## config.mk

```make
export PLATFORM = sky130hd
export DESIGN_NAME = area3_wait_control
export DESIGN_NICKNAME = d
export VERILOG_FILES = /design/src/verilog/area3_wait_pkg.sv /design/src/verilog/area3_wait_control.sv
export SDC_FILE = /design/constraint.sdc
export NUM_CORES = 1
export LEC_CHECK = 0
export CORE_MARGIN = 1
export CORE_UTILIZATION = 30
export DETAILED_ROUTE_END_ITERATION = 8
export DONT_BUFFER_PORTS = 1
export GPL_ROUTABILITY_DRIVEN = 0
export PLACE_DENSITY = 0.49
export SKIP_CTS_REPAIR_TIMING = 1
export SLEW_MARGIN = 10
export SYNTH_ARGS = -nofsm -noshare
export SYNTH_HDL_FRONTEND = slang
export SYNTH_SLANG_ARGS = --single-unit
```

## constraint.sdc

```tcl
create_clock -name core_clk_i -period 1.94 [get_ports core_clk_i]
set_input_delay 0.388 -clock core_clk_i [delete_from_list [all_inputs] [get_ports core_clk_i]]
set_output_delay 0.388 -clock core_clk_i [all_outputs]
set_load 0.05 [all_outputs]
```

## src/verilog/area3_wait_pkg.sv

```systemverilog
`default_nettype none

package area3_wait_pkg;

  // ************************************************
  // Register map
  // ************************************************
  localparam logic [7:0]  AREA3_WAIT_CONTROL_OFF = 8'h00; // Wait control word
  localparam logic [7:0]  AREA3_WAIT_STATUS_OFF  = 8'h04; // Sequencer status word

  // ************************************************
  // Wait control fields
  // ************************************************
  localparam int          BYTE_ACCESS_SELECT_BIT = 20;
  localparam int          READ_WAIT_LSB          = 7;
  localparam int          READ_WAIT_MSB          = 10;
  localparam int          EXT_WAIT_MASK_BIT      = 6;

  // ************************************************
  // Status fields
  // ************************************************
  localparam int          STAT_BUSY_BIT          = 0;
  localparam int          STAT_EXT_WAIT_BIT      = 1;
  localparam int          STAT_COUNT_LSB         = 8;

  // ************************************************
  // Reset values
  // ************************************************
  localparam logic        BYTE_ACCESS_SELECT_RST = 1'b0;
  localparam logic [3:0]  READ_WAIT_RST          = 4'hA;
  localparam logic        EXT_WAIT_MASK_RST      = 1'b0;

  // ************************************************
  // Timing
  // ************************************************
  localparam int          WAIT_CNT_W             = 5;     // Holds the largest wait of 24
  localparam logic [4:0]  WAIT_MAX_CYCLES        = 5'h18; // Used for prohibited codes too

  // One-hot access sequencer states
  typedef enum logic [4:0] {
    ST_IDLE   = 5'b00001,
    ST_SETUP  = 5'b00010,
    ST_WAIT   = 5'b00100,
    ST_STROBE = 5'b01000,
    ST_HOLD   = 5'b10000
  } access_state_e;

endpackage

`default_nettype wire
```

## src/verilog/area3_wait_control.sv

```systemverilog
`timescale 1ns/1ps
`default_nettype none

module area3_wait_control
  import area3_wait_pkg::*;
#(
  parameter int LANES = 4 // Byte lanes on the external bus
) (
  // Clock and reset
  input  wire logic             core_clk_i,
  input  wire logic             reset_i,
  // Register port
  input  wire logic [7:0]       reg_addr_i,
  input  wire logic [31:0]      reg_wdata_i,
  input  wire logic             reg_write_i,
  input  wire logic             reg_read_i,
  output var  logic [31:0]      reg_rdata_o,
  // Access request from the bus controller core
  input  wire logic             access_req_i,
  input  wire logic             access_write_i,
  input  wire logic [LANES-1:0] access_lanes_i,
  output var  logic             access_busy_o,
  output var  logic             access_done_o,
  // External memory pins
  input  wire logic             ext_wait_n_i,
  output var  logic [LANES-1:0] byte_enable_n_o,
  output var  logic             rd_wr_n_o
);

  // ************************************************
  // Helper functions
  // ************************************************

  // Nonlinear read wait table; prohibited codes fall back to the longest wait
  function automatic logic [WAIT_CNT_W-1:0] wait_cycles(input logic [3:0] code);
    logic [WAIT_CNT_W-1:0] cyc;
    cyc = WAIT_MAX_CYCLES;
    unique case (code)
      4'h0, 4'h1, 4'h2, 4'h3,
      4'h4, 4'h5, 4'h6: cyc = {1'b0, code};
      4'h7:             cyc = 5'h08;
      4'h8:             cyc = 5'h0A;
      4'h9:             cyc = 5'h0C;
      4'hA:             cyc = 5'h0E;
      4'hB:             cyc = 5'h12;
      4'hC:             cyc = 5'h18;
      default:          cyc = WAIT_MAX_CYCLES;  // Codes 1101 to 1111, prohibited but stored as written
    endcase
    return cyc;
  endfunction

  // Assembles the visible control word; unstored bits come back as zero
  function automatic logic [31:0] control_word(input logic       byte_access_select,
                                               input logic [3:0] wr,
                                               input logic       wm);
    logic [31:0] w;
    w = 32'h0000_0000;                                 // Reserved bits read zero
    w[BYTE_ACCESS_SELECT_BIT]          = byte_access_select;
    w[READ_WAIT_MSB:READ_WAIT_LSB]     = wr;
    w[EXT_WAIT_MASK_BIT]               = wm;
    return w;
  endfunction

  // ************************************************
  // Storage
  // ************************************************
  logic                  byte_access_select_reg;  // Strobe/status choice
  logic                  byte_access_select_next;
  logic [3:0]            read_wait_reg;           // Read wait code
  logic [3:0]            read_wait_next;
  logic                  ext_wait_mask_reg;       // Ignore external wait when set
  logic                  ext_wait_mask_next;
  logic [31:0]           rdata_reg;               // Read data, valid one cycle
  logic [31:0]           rdata_next;

  access_state_e         state_reg;               // Access sequencer
  access_state_e         state_next;
  logic [WAIT_CNT_W-1:0] count_reg;               // Remaining programmed waits
  logic [WAIT_CNT_W-1:0] count_next;
  logic                  write_reg;               // Current access is a write
  logic                  write_next;
  logic [LANES-1:0]      lanes_reg;               // Lanes of the current access
  logic [LANES-1:0]      lanes_next;

  logic [LANES-1:0]      byte_enable_n_reg;       // Pin drivers
  logic [LANES-1:0]      byte_enable_n_next;
  logic                  rd_wr_n_reg;
  logic                  rd_wr_n_next;
  logic                  busy_reg;
  logic                  busy_next;
  logic                  done_reg;
  logic                  done_next;

  logic                  wait_meta_reg;           // Synchroniser first stage
  logic                  wait_sync_reg;           // Synchroniser second stage

  logic                  ext_stall;               // External wait in force
  logic                  strobe_phase;            // Next state lies in the strobe window
  logic                  status_phase;            // Next state lies inside the access

  // ************************************************
  // External wait synchroniser
  // ************************************************

  // The pin is asynchronous to the core clock; only the second stage is used
  // Reset loads the idle level of the inverted pin, so no false stall follows
  // reset. The price is two cycles of latency before a stall takes hold.
  always_ff @(posedge core_clk_i) begin
    if (reset_i) begin
      wait_meta_reg <= 1'b0;
      wait_sync_reg <= 1'b0;
    end else begin
      wait_meta_reg <= ~ext_wait_n_i;
      wait_sync_reg <= wait_meta_reg;
    end
  end

  // Mask bit gates the pin for the sequencer only, status still shows it; clear means honour it
  assign ext_stall = wait_sync_reg & ~ext_wait_mask_reg;

  // ************************************************
  // Register port
  // ************************************************

  // Reads are registered so software timing does not depend on decode depth;
  // the data stand for exactly one cycle and read back as zero afterwards.
  // Writes store only the defined fields, so stray reserved bits are dropped
  always_comb begin
    byte_access_select_next = byte_access_select_reg;
    read_wait_next          = read_wait_reg;
    ext_wait_mask_next      = ext_wait_mask_reg;
    rdata_next              = 32'h0000_0000;
    if (reg_write_i && reg_addr_i == AREA3_WAIT_CONTROL_OFF) begin
      byte_access_select_next = reg_wdata_i[BYTE_ACCESS_SELECT_BIT];
      read_wait_next          = reg_wdata_i[READ_WAIT_MSB:READ_WAIT_LSB];
      ext_wait_mask_next      = reg_wdata_i[EXT_WAIT_MASK_BIT];
    end
    if (reg_read_i) begin
      unique case (reg_addr_i)
        AREA3_WAIT_CONTROL_OFF: begin
          // Only stored fields appear
          rdata_next = control_word(byte_access_select_reg, read_wait_reg,
                                    ext_wait_mask_reg);
        end
        AREA3_WAIT_STATUS_OFF: begin
          rdata_next[STAT_BUSY_BIT]                             = busy_reg;
          rdata_next[STAT_EXT_WAIT_BIT]                         = wait_sync_reg;
          rdata_next[STAT_COUNT_LSB +: WAIT_CNT_W]              = count_reg;
        end
        default: begin
          // Unmapped address reads zero
          rdata_next = 32'h0000_0000;
        end
      endcase
    end
  end

  // Register storage; reset loads a fourteen-cycle wait (code 1010) with both bits clear
  always_ff @(posedge core_clk_i) begin
    if (reset_i) begin
      byte_access_select_reg <= BYTE_ACCESS_SELECT_RST;
      read_wait_reg          <= READ_WAIT_RST;
      ext_wait_mask_reg      <= EXT_WAIT_MASK_RST;
      rdata_reg              <= 32'h0000_0000;
    end else begin
      byte_access_select_reg <= byte_access_select_next;
      read_wait_reg          <= read_wait_next;
      ext_wait_mask_reg      <= ext_wait_mask_next;
      rdata_reg              <= rdata_next;
    end
  end

  // ************************************************
  // Access sequencer
  // ************************************************

  // Timeline of one access, counted in core clock cycles after the taking edge:
  //   1        setup, address and direction settle before any strobe
  //   2..N+1   programmed waits from the read wait table
  //   N+2      final strobe cycle, stretched while the external wait holds
  //   N+3      hold, strobes released, busy still high
  //   N+4      done pulses and a new request may be taken in that cycle
  // The external wait passes a two-stage synchroniser, so a memory must pull
  // its pin low at least two cycles before the final strobe cycle to stretch
  // it. A memory that only reacts to the first byte enable is too late for a
  // zero-wait access; its wait then lands on the following access instead.
  //
  // Setup, programmed waits, strobe with external stretch, then hold.
  // Waits are loaded at setup, so a rewrite mid-access affects the next one.
  always_comb begin
    state_next = state_reg;
    count_next = count_reg;
    write_next = write_reg;
    lanes_next = lanes_reg;
    done_next  = 1'b0;
    unique case (state_reg)
      ST_IDLE: begin
        // Requests are taken only here; others are ignored while busy
        if (access_req_i) begin
          write_next = access_write_i;
          lanes_next = access_lanes_i;
          count_next = wait_cycles(read_wait_reg);
          state_next = ST_SETUP;
        end
      end
      ST_SETUP: begin
        // Zero programmed waits skip straight to the strobe
        if (count_reg == '0) begin
          state_next = ST_STROBE;
        end else begin
          state_next = ST_WAIT;
        end
      end
      ST_WAIT: begin
        // One cycle per programmed wait
        count_next = count_reg - 5'h01;
        if (count_reg == 5'h01) begin
          state_next = ST_STROBE;
        end
      end
      ST_STROBE: begin
        // External wait stretches the strobe even after zero waits
        if (!ext_stall) begin
          state_next = ST_HOLD;
        end
      end
      ST_HOLD: begin
        // Access ends; done pulses together with the return to idle
        done_next  = 1'b1;
        state_next = ST_IDLE;
      end
      default: begin
        state_next = ST_IDLE;
      end
    endcase
  end

  // Window decode on the next state keeps the pin outputs flop-driven
  assign strobe_phase = (state_next == ST_WAIT) || (state_next == ST_STROBE);
  assign status_phase = strobe_phase || (state_next == ST_SETUP) ||
                        (state_next == ST_HOLD);

  // ************************************************
  // Pin timing
  // ************************************************

  // Select clear: byte enables strobe, direction low over the whole write.
  // Select set: byte enables low over the whole access, direction strobes.
  // Decoding from the next state costs a wide comparator ahead of each pin
  // flop, but keeps every pin glitch-free and aligned to the same clock edge.
  // Reads never drive the direction low, whichever mode is selected.
  always_comb begin
    byte_enable_n_next = '1;
    rd_wr_n_next       = 1'b1;
    busy_next          = status_phase;
    if (!byte_access_select_reg) begin
      if (strobe_phase) begin
        byte_enable_n_next = ~lanes_next;
      end
      if (status_phase && write_next) begin
        rd_wr_n_next = 1'b0;
      end
    end else begin
      if (status_phase) begin
        byte_enable_n_next = ~lanes_next;
      end
      if (strobe_phase && write_next) begin
        rd_wr_n_next = 1'b0;
      end
    end
  end

  // Sequencer and pin registers
  always_ff @(posedge core_clk_i) begin
    if (reset_i) begin
      state_reg         <= ST_IDLE;
      count_reg         <= '0;
      write_reg         <= 1'b0;
      lanes_reg         <= '0;
      byte_enable_n_reg <= '1;
      rd_wr_n_reg       <= 1'b1;
      busy_reg          <= 1'b0;
      done_reg          <= 1'b0;
    end else begin
      state_reg         <= state_next;
      count_reg         <= count_next;
      write_reg         <= write_next;
      lanes_reg         <= lanes_next;
      byte_enable_n_reg <= byte_enable_n_next;
      rd_wr_n_reg       <= rd_wr_n_next;
      busy_reg          <= busy_next;
      done_reg          <= done_next;
    end
  end

  // ************************************************
  // Outputs
  // ************************************************
  // Every output is a plain copy of a flop; no logic sits between them.
  assign reg_rdata_o     = rdata_reg;
  assign access_busy_o   = busy_reg;
  assign access_done_o   = done_reg;
  assign byte_enable_n_o = byte_enable_n_reg;
  assign rd_wr_n_o       = rd_wr_n_reg;

endmodule

`default_nettype wire

```

# Word level (Yosys, flattened, before mapping)
# Index checks and enable logic that the tools add are counted.
# totals
register_bits	62
elab_cells	82
# op_classes
n_addsub	1
eq_ne	23
mux	20
n_bitwise	7
n_reduce_logical	15
# op_table
operator	n
5-bit one-hot mux with 6 select lines	1
4-bit two-way mux	6
5-bit two-way mux	4
5-bit one-hot mux with 2 select lines	2
5-bit one-hot mux with 4 select lines	1
4-bit by 3-bit == test with 1-bit output (second input constant)	4
4-bit == test (second input constant)	4
5-bit by 1-bit == test with 1-bit output (second input constant)	2
5-bit by 2-bit == test with 1-bit output (second input constant)	2
5-bit by 3-bit == test with 1-bit output (second input constant)	2
5-bit by 4-bit == test with 1-bit output (second input constant)	2
5-bit == test (second input constant)	2
4-bit by 2-bit == test with 1-bit output (second input constant)	2
8-bit by 3-bit == test with 1-bit output (second input constant)	1
8-bit zero test	1
7-bit OR reduction	1
1-bit two-way mux	6
3-bit OR reduction	2
5-bit zero test	1
1-bit inverter	5
5-bit by 1-bit subtractor with 5-bit output (second input constant)	1
4-bit by 1-bit == test with 1-bit output (second input constant)	1
4-bit zero test	1
4-bit inverter	1
7 further kinds	11

# Logic depth before layout (Yosys ltp)
# Gate-level depths: netlist of the first run.
# depth
ltp_word	11
mapped_depth	6
mapped_depth_nobuf	6

# Worst setup path after synthesis of the first run
# Ideal clock, no wire load.
# synth_path
path_type	flip-flop to flip-flop
startpoint	register state_reg[0]
endpoint	register byte_enable_n_reg[0], in the netlist byte_enable_n_o[0]
setup_ns	0.132
t_arrival_ns	1.554
t_required_ns	1.808
slack_ns	0.254
path_stages_with_launch	7
n_path_buf	2
path_cell_list	dfxtp_1 buf_6 or4b_4 buf_6 o21a_4 a221oi_4 nand3_1
# synth_via
elab_chain_cells	8
# synth_lines
item	line	rtl
from (decl)	area3_wait_control.sv:76	access_state_e state_reg;
from (signal assigned)	area3_wait_control.sv:285	state_reg <= state_next;
5-bit by 4-bit == test with 1-bit output, or another cell as far along	area3_wait_control.sv:196	unique case (state_reg)
5-bit one-hot mux with 4 select lines	area3_wait_control.sv:196	
5-bit by 3-bit == test with 1-bit output or 5-bit by 4-bit == test with 1-bit output (tied branches)	area3_wait_control.sv:239	assign strobe_phase = (state_next == ST_WAIT) || (state_next == ST_STROBE);
1-bit logical OR	area3_wait_control.sv:239	
1-bit logical OR (2 in series)	area3_wait_control.sv:240	assign status_phase = strobe_phase || (state_next == ST_SETUP) ||
4-bit two-way mux	area3_wait_control.sv:264	if (status_phase) begin
4-bit two-way mux *	area3_wait_control.sv:256	if (!byte_access_select_reg) begin
to (signal assigned)	area3_wait_control.sv:289	byte_enable_n_reg <= byte_enable_n_next;
to (decl)	area3_wait_control.sv:85	logic [LANES-1:0] byte_enable_n_reg;
# Every way passes the cells marked *; elsewhere a longest branch is shown, timed or not.
# A chain may end at the register's enable or synchronous reset.

# Final worst setup path of the first run
# layout_path
startpoint	register state_reg[0]
endpoint	register byte_enable_n_reg[3], in the netlist byte_enable_n_o[3]
# Same word-level chain as after synthesis.

==> summary.txt, run 1 <==
STA
  – Final worst slack: 0.197 ns
  – Max Fclk: 0.574 GHz
  – Fin crit share: roughly 90%
  – RSZ-0062 raised after global routing: no
  – Setup TNS: 0 ns
  – Final Setup Violations: 0
  – Slew @ Worst Pin: between 0.5 and 0.6 ns
  – Hold_ws: about 0.15 ns
  – Skew final: 0.00639 ns
  – Final Critical Period: 1.74 ns
  – Max-slew headroom: 65.1%
  – Pins Over Slew Limit: 0
  – Final-report hold violation count: 0

Worst setup path
  – Worst-path fanout max: 9
  – R2r worst-path depth: 4
  – Worst R2R Setup Slack: 0.20 ns
  – Critical Path RT: 2.11 ns
  – Reg2reg start: state_reg[0]
  – CP Launch Point: state_reg[0]
  – FF-to-FF End: byte_enable_n_o[3]
  – Worst setup path category: flop to flop
  – Worst setup SP type: flop
  – End of the critical path: byte_enable_n_o[3]
  – Worst setup EP type: flop
  – Crit path DAT: 1.91 ns

Global routing
  – Met2 usage: 18.9%
  – Global-route wire length before repair: 6320 um
  – GR peak layer: met2
  – M3 GR Usage: 3.30%
  – Total GRT Usage: 12.6%
  – Met1 Resource Use GR: 16.9%
  – Grt ovf: 0
  – Number of global-route vias before repair: 1322
  – Largest net degree at the start of global routing: 28
  – Initial antenna violation count: 0

Floorplanning
  – Num rows: 28
  – Number of top-level pins: 90
  – Die H: 82.3 um
  – Die width: 82.3 um
  – Core ar.: ~6000 um2
  – Die Area: 6770 um2
  – Initial core utilization: 31.9%

Placement
  – # port buffers: 0
  – Post-Place Worst Slack: approximately 0.19 ns
  – Dpl cell area: 1940 um2
  – DP HPWL: 2800 um

Synthesis
  – Yosys warns: 0
  – Post-Syn Instances: 213
  – Netlist cell types: 52
  – Post-synth EDFFs: 0
  – Flops & latches, synth: 40
  – Ys flop type: dfxtp_1
  – Mean area per synthesized cell: 9.08 um2
  – Post-synthesis cell area: 1930 um2
  – Asr flop ratio synth: 0%
  – Sequential area share after synthesis: about two fifths

Power
  – Maximum vdd drop: 0.000630 V
  – Pwr Density: 897 nW/um2
  – Leak pwr: 0.827 nW

Clock tree
  – H-Tree Depth: 2
  – Root buf cell: clkbuf_8
  – Longest Clk Path Bufs: 2
  – Clk_lat worst skew: 0.29 ns
  – CTS buffer count: 5
  – CTS tree: done
  – Clk pin slew, worst setup/hold paths: 0.08 ns
  – Sink Count: 40

Detailed routing
  – First-pass DRT Iterations: 4
  – WL/cell: 13.1 um
  – Final WL: about 3800 um
  – Routed Antenna Nets: 0
  – 1st-iter DRT viols: 47
  – DR vias: 1382
  – Vias per Instance: 4.73
  – Drc violations: 0

Cells and area
  – Diodes inserted: 0
  – P&R area growth vs syn: 6.73%
  – Post-route cell area: 2060 um2
  – Nets@finish: 270
  – Max reg flops: 10
  – Final core utilization: between 30 and 40%
  – Share of cells above drive strength 1: around 12%

Flow run
  – Maxcap violations: 0

Status
  – Outcome: complete, no violations

Min path
  – Hold WC Path Type: primary input to flop
-- stage by stage --
step           std cells  power (mW)
6_report             292        1.85
3_3_place_gp         284        1.15
5_1_grt              292        1.94
3_5_place_dp         284        1.15
2_1_floorplan        234        1.15
4_1_cts              292        1.87
-- per-layer routing --
layer | vias to the layer above | share of wire, %
met5 | - | 0
met2 | 34 | 45
met4 | 0 | 0.94
li1 | 715 | -
met3 | 2 | 4.6
met1 | 631 | 50
-- worst min-delay path by stage --
| stage | from | to | slack [ns] | depth (start not counted) |
|---|---|---|---|---|
| 6_report | ext_wait_n_i | wait_meta_reg | 0.15 | 1 |
| 5_1_grt | ext_wait_n_i | wait_meta_reg | 0.13 | 1 |
| 4_1_cts | ext_wait_n_i | wait_meta_reg | 0.14 | 1 |
| 3_5_place_dp | wait_meta_reg | wait_sync_reg | 0.43 | 1 |
| 3_3_place_gp | wait_meta_reg | wait_sync_reg | 0.42 | 1 |
| 2_1_floorplan | wait_meta_reg | wait_sync_reg | 0.41 | 1 |
-- cells in the mapped netlist (4+ instances only) --
| cell | count | area [um2] |
|---|---|---|
| nand2b_1 | 6 | 37.5 |
| nand3_1 | 13 | 65.1 |
| nor2_1 | 17 | 63.8 |
| mux2i_1 | 4 | 40.0 |
| o21ai_0 | 8 | 40.0 |
| a211o_1 | 4 | 35.0 |
| inv_1 | 6 | 22.5 |
| nand2_1 | 6 | 22.5 |
| clkbuf_1 | 6 | 22.5 |
| dfxtp_1 | 40 | 801 |
| buf_4 | 23 | 173 |
| and2_1 | 8 | 50.1 |
| a211oi_1 | 5 | 37.5 |
| a21oi_1 | 10 | 50.1 |
| nor3_1 | 5 | 25.0 |
-- area by class of cell --
cell class,count,area [um2]
clock buffers,6,82.6
inverters,6,22.5
well taps,75,93.8
clock inverters,2,38.8
repair buffers,9,67.6
flip-flops and latches,40,801
fillers,635,4000
multi-input cells,154,957
-- cell families after synthesis --
group / after synthesis / share of synthesized area (%)
flip-flops: 40 / 41.4
multiplexers: 5 / 2.65
other: 1 / 0.194
AND/OR/NAND/NOR: 78 / 22.9
AO/OA/AOI/OAI: 45 / 17.3
adder cells (fa/ha/maj): 3 / 1.94
buffers and inverters: 40 / 13.1
XOR/XNOR: 1 / 0.453
-- placed cells by master (no fill, tap or decap), types with 2 or more instances in the layout --
| cell type | n |
|---|---|
| clkbuf_8 | 6 |
| a211o_1 | 4 |
| o21ai_0 | 8 |
| nor2b_1 | 3 |
| nand3_1 | 13 |
| ha_1 | 3 |
| nand2_1 | 6 |
| and2_1 | 8 |
| buf_4 | 9 |
| nor3_1 | 5 |
| inv_1 | 6 |
| dfxtp_1 | 40 |
| mux2i_1 | 4 |
| nand4_1 | 2 |
| nor4_1 | 2 |
| nand2b_1 | 6 |
| o32ai_1 | 3 |
| nor3b_1 | 2 |
| a22o_1 | 3 |
| nor2_1 | 17 |
| a211oi_1 | 5 |
| or3_1 | 3 |
| a21oi_1 | 10 |
| conb_1 | 22 |
-- where the power goes --
| part | switching, mW | internal (mW) |
|---|---|---|
| sequential | 0.0376 | 0.847 |
| clock | 0.297 | 0.421 |
| combinational | 0.180 | 0.0687 |
| total | 0.514 | 1.34 |
-- critical path, cell delays in order (launching register included) --
cell and delay, ns:
dfxtp_1 0.40, or4b_4 0.61, o21a_4 0.15, a221oi_4 0.34
nand3_1 0.12
No activity file was read; power rests on OpenSTA's default activity.
==> run 2: changes to the inputs <==
==> constraint.sdc (replaced) <==
create_clock -name core_clk_i -period 1.94 [get_ports core_clk_i]
set_input_delay 0.097 -clock core_clk_i [delete_from_list [all_inputs] [get_ports core_clk_i]]
set_output_delay 0.097 -clock core_clk_i [all_outputs]
set_load 0.05 [all_outputs]
==> run 2 against run 1 <==
The run now ends with hold timing left. Clock power grew 2%. Total power rose by 2.4%. Fmax fell by 0.87%. Core utilization increased by 2.1 points. Global-route usage increased by 0.96 points.
==> summary.txt, run 2 (synthesized netlist as in run 1, its figures left out) <==
Worst setup path
  – Worst setup EP type: flop
  – Worst setup path category: flop to flop
  – Crit path buffers/inverters: 0
  – Critical Path RT: 2.12 ns
  – End of the critical path: byte_enable_n_o[2]
  – CP Cell Sequence: or4b_4, o21a_4, a221oi_4, nand3_1
  – FF-to-FF End: byte_enable_n_o[2]
  – CP Launch Point: state_reg[2]
  – CP max stage delay: 0.63 ns
  – Reg2reg start: state_reg[2]
  – Worst setup SP type: flop
  – Worst-path fanout max: 9
  – Worst R2R Setup Slack: ~0.18 ns
  – Critical path's slowest cell: or4b_4
  – R2r worst-path depth: 4
  – CP delay by family, top: simple AND/OR/NAND/NOR gates
  – WP depth: 4
  – Crit path DAT: 1.93 ns

STA
  – Max Fclk: 0.569 GHz
  – Slew @ Worst Pin: 0.864 ns
  – Final Critical Period: 1.76 ns
  – Final Setup Violations: 0
  – Pins Over Slew Limit: 0
  – Setup TNS: 0 ns
  – Final-report hold violation count: 1
  – Skew final: ~0.0047 ns
  – Hold_ws: -0.00845 ns
  – Fin crit share: 90.6%
  – Max-slew headroom: 42.2%
  – RSZ-0062 raised after global routing: no

Cells and area
  – Nets@finish: 282
  – P&R area growth vs syn: 13.2%
  – Diodes inserted: 0
  – Most common cell after layout, fill and taps aside: dfxtp_1
  – Storage element area: 801 um2
  – Area occupied by multi-input gates: 957 um2
  – Commonest cells after routing, fill and taps aside: dfxtp_1 (40), conb_1 (22), nor2_1 (17)
  – Share of cells above drive strength 1: 10.0%
  – Max reg flops: 10
  – Final core utilization: 36.1%
  – Fillers: 629

Detailed routing
  – First-pass DRT Iterations: 4
  – WL/cell: around 14 um
  – DR vias: 1473
  – Routed Antenna Nets: 0
  – Vias per Instance: 4.85
  – Drc violations: 0
  – 1st-iter DRT viols: 64
  – Final WL: 4290 um

Global routing
  – Initial antenna violation count: 0
  – Grt ovf: 0
  – Global-route wire length before repair: 6660 um
  – Largest net degree at the start of global routing: 28
  – Number of global-route vias before repair: ~1300
  – Total GRT Usage: a little over an eighth

Power
  – Internal Power: 1.35 mW
  – Sw Share: between 20% and 30%
  – P_sw: between 0.5 and 0.6 mW
  – Pwr Total: 1.89 mW
  – Combinational share of power: approximately 15%
  – Pwr Density: between 800 and 900 nW/um2
  – Maximum vdd drop: 0.000577 V
  – Leak pwr: around 0.9 nW
  – Sequential share of power: 46.7%
  – Clock network power share: 38.4%

Floorplanning
  – Num rows: 28
  – Number of top-level pins: 90
  – Die Area: a little under 7000 um2
  – Initial core utilization: 31.9%
  – Core ar.: between 6000 and 7000 um2
  – Die H: 82.3 um
  – Die width: a little over 80 um

Status
  – Failing checks: hold timing
  – Outcome: finished, violations left

Clock tree
  – Clk_lat worst skew: ~0.3 ns
  – H-Tree Depth: 2
  – Clk pin slew, worst setup/hold paths: 0.08 ns
  – Longest Clk Path Bufs: 2
  – CTS tree: done
  – CTS buffer count: 5
  – Sink Count: 40
  – Root buf cell: clkbuf_8

Flow run
  – Maxcap violations: 0

Placement
  – DP HPWL: 2840 um
  – # port buffers: 0

Min path
  – Hold WC Path Type: primary input to flop
-- run 2: worst min path at each step --
| stage | startpoint | to | cells past startpoint |
|---|---|---|---|
| 3_5_place_dp | ext_wait_n_i | wait_meta_reg | 1 |
| 2_1_floorplan | ext_wait_n_i | wait_meta_reg | 1 |
| 5_1_grt | reset_i | count_reg[3] | 2 |
| 3_3_place_gp | ext_wait_n_i | wait_meta_reg | 1 |
| 4_1_cts | ext_wait_n_i | wait_meta_reg | 1 |
| 6_report | reset_i | count_reg[3] | 2 |
-- run 2: power groups by stage --
stage,Sequential [mW],Clock (mW),Combinational (mW)
2_1_floorplan,0.896,0,0.259
3_3_place_gp,0.905,0,0.249
3_5_place_dp,0.904,0,0.251
4_1_cts,0.885,0.751,0.252
5_1_grt,0.889,0.786,0.307
6_report,0.885,0.728,0.281
-- run 2: per-layer routing --
layer	up-vias	GRT usage, %	share of wire (%)
met1	688	18.6	50
met5	-	0	0
met4	0	6.84	2.2
li1	739	-	-
met3	9	3.85	3.9
met2	37	19.1	44
-- run 2: area by class of cell --
| class | count | area share, % |
|---|---|---|
| multi-input cells | 154 | 43.7 |
| inverters | 6 | 1.03 |
| clock buffers | 6 | 3.77 |
| flip-flops and latches | 40 | 36.6 |
| clock inverters | 2 | 1.77 |
| repair buffers | 21 | 8.81 |
| well taps | 75 | 4.29 |
-- run 2: worst reg2reg max path, stage by stage (launching register included) --
cell      delay, ns
dfxtp_1        0.39
or4b_4         0.63
o21a_4         0.15
a221oi_4       0.34
nand3_1        0.12
-- run 2: through the flow --
step | std cells | setup WS (ns) | area (um2)
global route | 304 | 0.0805 | 2190
global placement | 282 | 0.190 | 1930
CTS | 290 | 0.169 | 2050
detailed placement | 282 | 0.181 | 1930
finish | 304 | 0.182 | 2190
floorplan | 234 | 0.254 | 2010
==> run 3: changes to the inputs <==
--- a/config.mk
+++ b/config.mk
@@ -10,9 +10,10 @@
 export DETAILED_ROUTE_END_ITERATION = 8
 export DONT_BUFFER_PORTS = 1
 export GPL_ROUTABILITY_DRIVEN = 0
+export GPL_TIMING_DRIVEN = 0
 export PLACE_DENSITY = 0.49
 export SKIP_CTS_REPAIR_TIMING = 1
-export SLEW_MARGIN = 10
+export SLEW_MARGIN = 20
 export SYNTH_ARGS = -nofsm -noshare
 export SYNTH_HDL_FRONTEND = slang
 export SYNTH_SLANG_ARGS = --single-unit
==> run 3 against run 2 <==
The flow now finishes without violations. Combinational power increased by 13%. Global-route usage decreased by 0.52 points. Largest cell class unchanged. Via count increased by 2.9%. Highest routed layer unchanged. Clock-buffer cell count unchanged.
==> summary.txt, run 3 (synthesized netlist as in run 1, its figures left out) <==
Status
  – Outcome: complete, no violations

STA
  – Pins Over Slew Limit: 0
  – Max Fclk: between 0.5 and 0.6 GHz
  – Final Critical Period: 1.80 ns
  – Fin crit share: 92.6%
  – Setup TNS: 0 ns
  – Slew @ Worst Pin: 0.556 ns
  – Skew final: 0.00664 ns
  – Final-report hold violation count: 0
  – Max-slew headroom: 63.0%
  – RSZ-0062 raised after global routing: no
  – Final Setup Violations: 0

Power
  – Leak pwr: 0.995 nW
  – Maximum vdd drop: 0.000425 V
  – Pwr Density: about 820 nW/um2

Detailed routing
  – Metal2 WL: 1870 um
  – WL/cell: roughly 13 um
  – Final WL: around 4000 um
  – First-pass DRT Iterations: 4
  – Vias per Instance: 4.61
  – 1st-iter DRT viols: 55
  – DR top layer: met4
  – Routed Antenna Nets: 0
  – Drc violations: 0
  – WL met3: 161 um
  – Met1 wire length: 2050 um
  – DR vias: around 1500

Floorplanning
  – Number of top-level pins: 90
  – Core ar.: 6060 um2
  – Die Area: 6770 um2
  – Num rows: 28
  – Initial core utilization: a little under a third
  – Die H: roughly 82 um
  – Die width: ~82 um

Placement
  – DP HPWL: 2900 um
  – Placed cell count: between 300 and 400
  – # port buffers: 0
  – Dpl cell area: 2110 um2

Global routing
  – Number of global-route vias before repair: 1280
  – Total GRT Usage: between 10% and 20%
  – Largest net degree at the start of global routing: 14
  – Global-route wire length before repair: 6310 um
  – Grt ovf: 0
  – Initial antenna violation count: 0

Clock tree
  – Root buf cell: clkbuf_8
  – CTS buffer count: 5
  – CTS tree: done
  – Longest Clk Path Bufs: 2
  – Sink Count: 40
  – H-Tree Depth: 2
  – Clk pin slew, worst setup/hold paths: 0.08 ns
  – Clk_lat worst skew: 0.30 ns

Cells and area
  – P&R area growth vs syn: 21.7%
  – Share of cells above drive strength 1: 18.1%
  – Most common cell after layout, fill and taps aside: dfxtp_1
  – Nets@finish: 307
  – Post-route cell area: approximately 2400 um2
  – Diodes inserted: 0
  – Max reg flops: 10
  – Commonest cells after routing, fill and taps aside: dfxtp_1 (40), buf_4 (26), conb_1 (22)
  – Final Non-Filler Cells: roughly 330

Flow run
  – Maxcap violations: 0

Min path
  – Hold WC Path Type: primary input to flop

Worst setup path
  – Crit path DAT: 1.97 ns
  – Worst setup SP type: flop
  – Worst setup EP type: flop
  – Critical Path RT: roughly 2.1 ns
  – Worst-path fanout max: 8
  – Worst setup path category: flop to flop
==> run 3: changes by cell type in the layout (fill, tap and decap cells not counted) <==
cell           before  now
buf_4               7   26
clkbuf_1            0    4
dlygate4sd3_1      14   11
buf_2               0    2
buf_6               0    2
buf_1               0    1
==> run 3: where the power goes <==
part	leakage (nW)	total [mW]	switching [mW]	internal (mW)
clock network	0.0614	0.724	0.303	0.421
logic	0.608	0.317	0.203	0.114
registers	0.325	0.881	0.0340	0.847
total	0.995	1.92	0.540	1.38
==> run 3: worst max-delay path: stages (launching register included) <==
cell and delay [ns]:
dfxtp_1 0.32, buf_4 0.16, or4b_4 0.47, buf_6 0.15, o21a_4 0.11, a221oi_4 0.34
nand3_1 0.12
==> run 3: stage by stage <==
step / hold WS (ns) / total power [mW] / worst slack [ns] / utilization, %
6_report: 0.0111 / 1.92 / 0.144 / 38.8
5_1_grt: 0.0173 / 2.02 / 0.0211 / 38.8
4_1_cts: -0.156 / 1.93 / 0.0649 / 36.7
3_5_place_dp: 0.166 / 1.19 / 0.0718 / 34.7
3_3_place_gp: 0.166 / 1.19 / 0.0862 / 34.7
2_1_floorplan: 0.164 / 1.15 / 0.254 / -
==> run 3: path summary, 6_finish.rpt <==
kind | startpoint | endpoint | slack (ns) | depth (start not counted)
max | state_reg[3] | byte_enable_n_o[3] | 0.14 | 6
min | reg_read_i | reg_rdata_o[7] | 0.01 | 2
max reg2reg | state_reg[3] | byte_enable_n_o[3] | 0.14 | 6
min reg2reg | wait_meta_reg | wait_sync_reg | 0.44 | 1
==> run 3: area by class of cell <==
| class | count | area [um2] |
|---|---|---|
| Buffer | 32 | 224 |
| Clock buffer | 6 | 82.6 |
| Clock inverter | 2 | 38.8 |
| Fill cell | 608 | 3710 |
| Inverter | 6 | 22.5 |
| Multi-Input combinational cell | 154 | 957 |
| Sequential cell | 40 | 801 |
| Tap cell | 75 | 93.8 |
| Timing Repair Buffer | 14 | 133 |
==> run 3: per-layer routing <==
layer / global-route usage [%] / vias to the layer above
li1: - / 788
met1: 17.1 / 691
met2: 18.6 / 35
met3: 5.16 / 2
met4: 5.79 / 0
met5: 0 / -
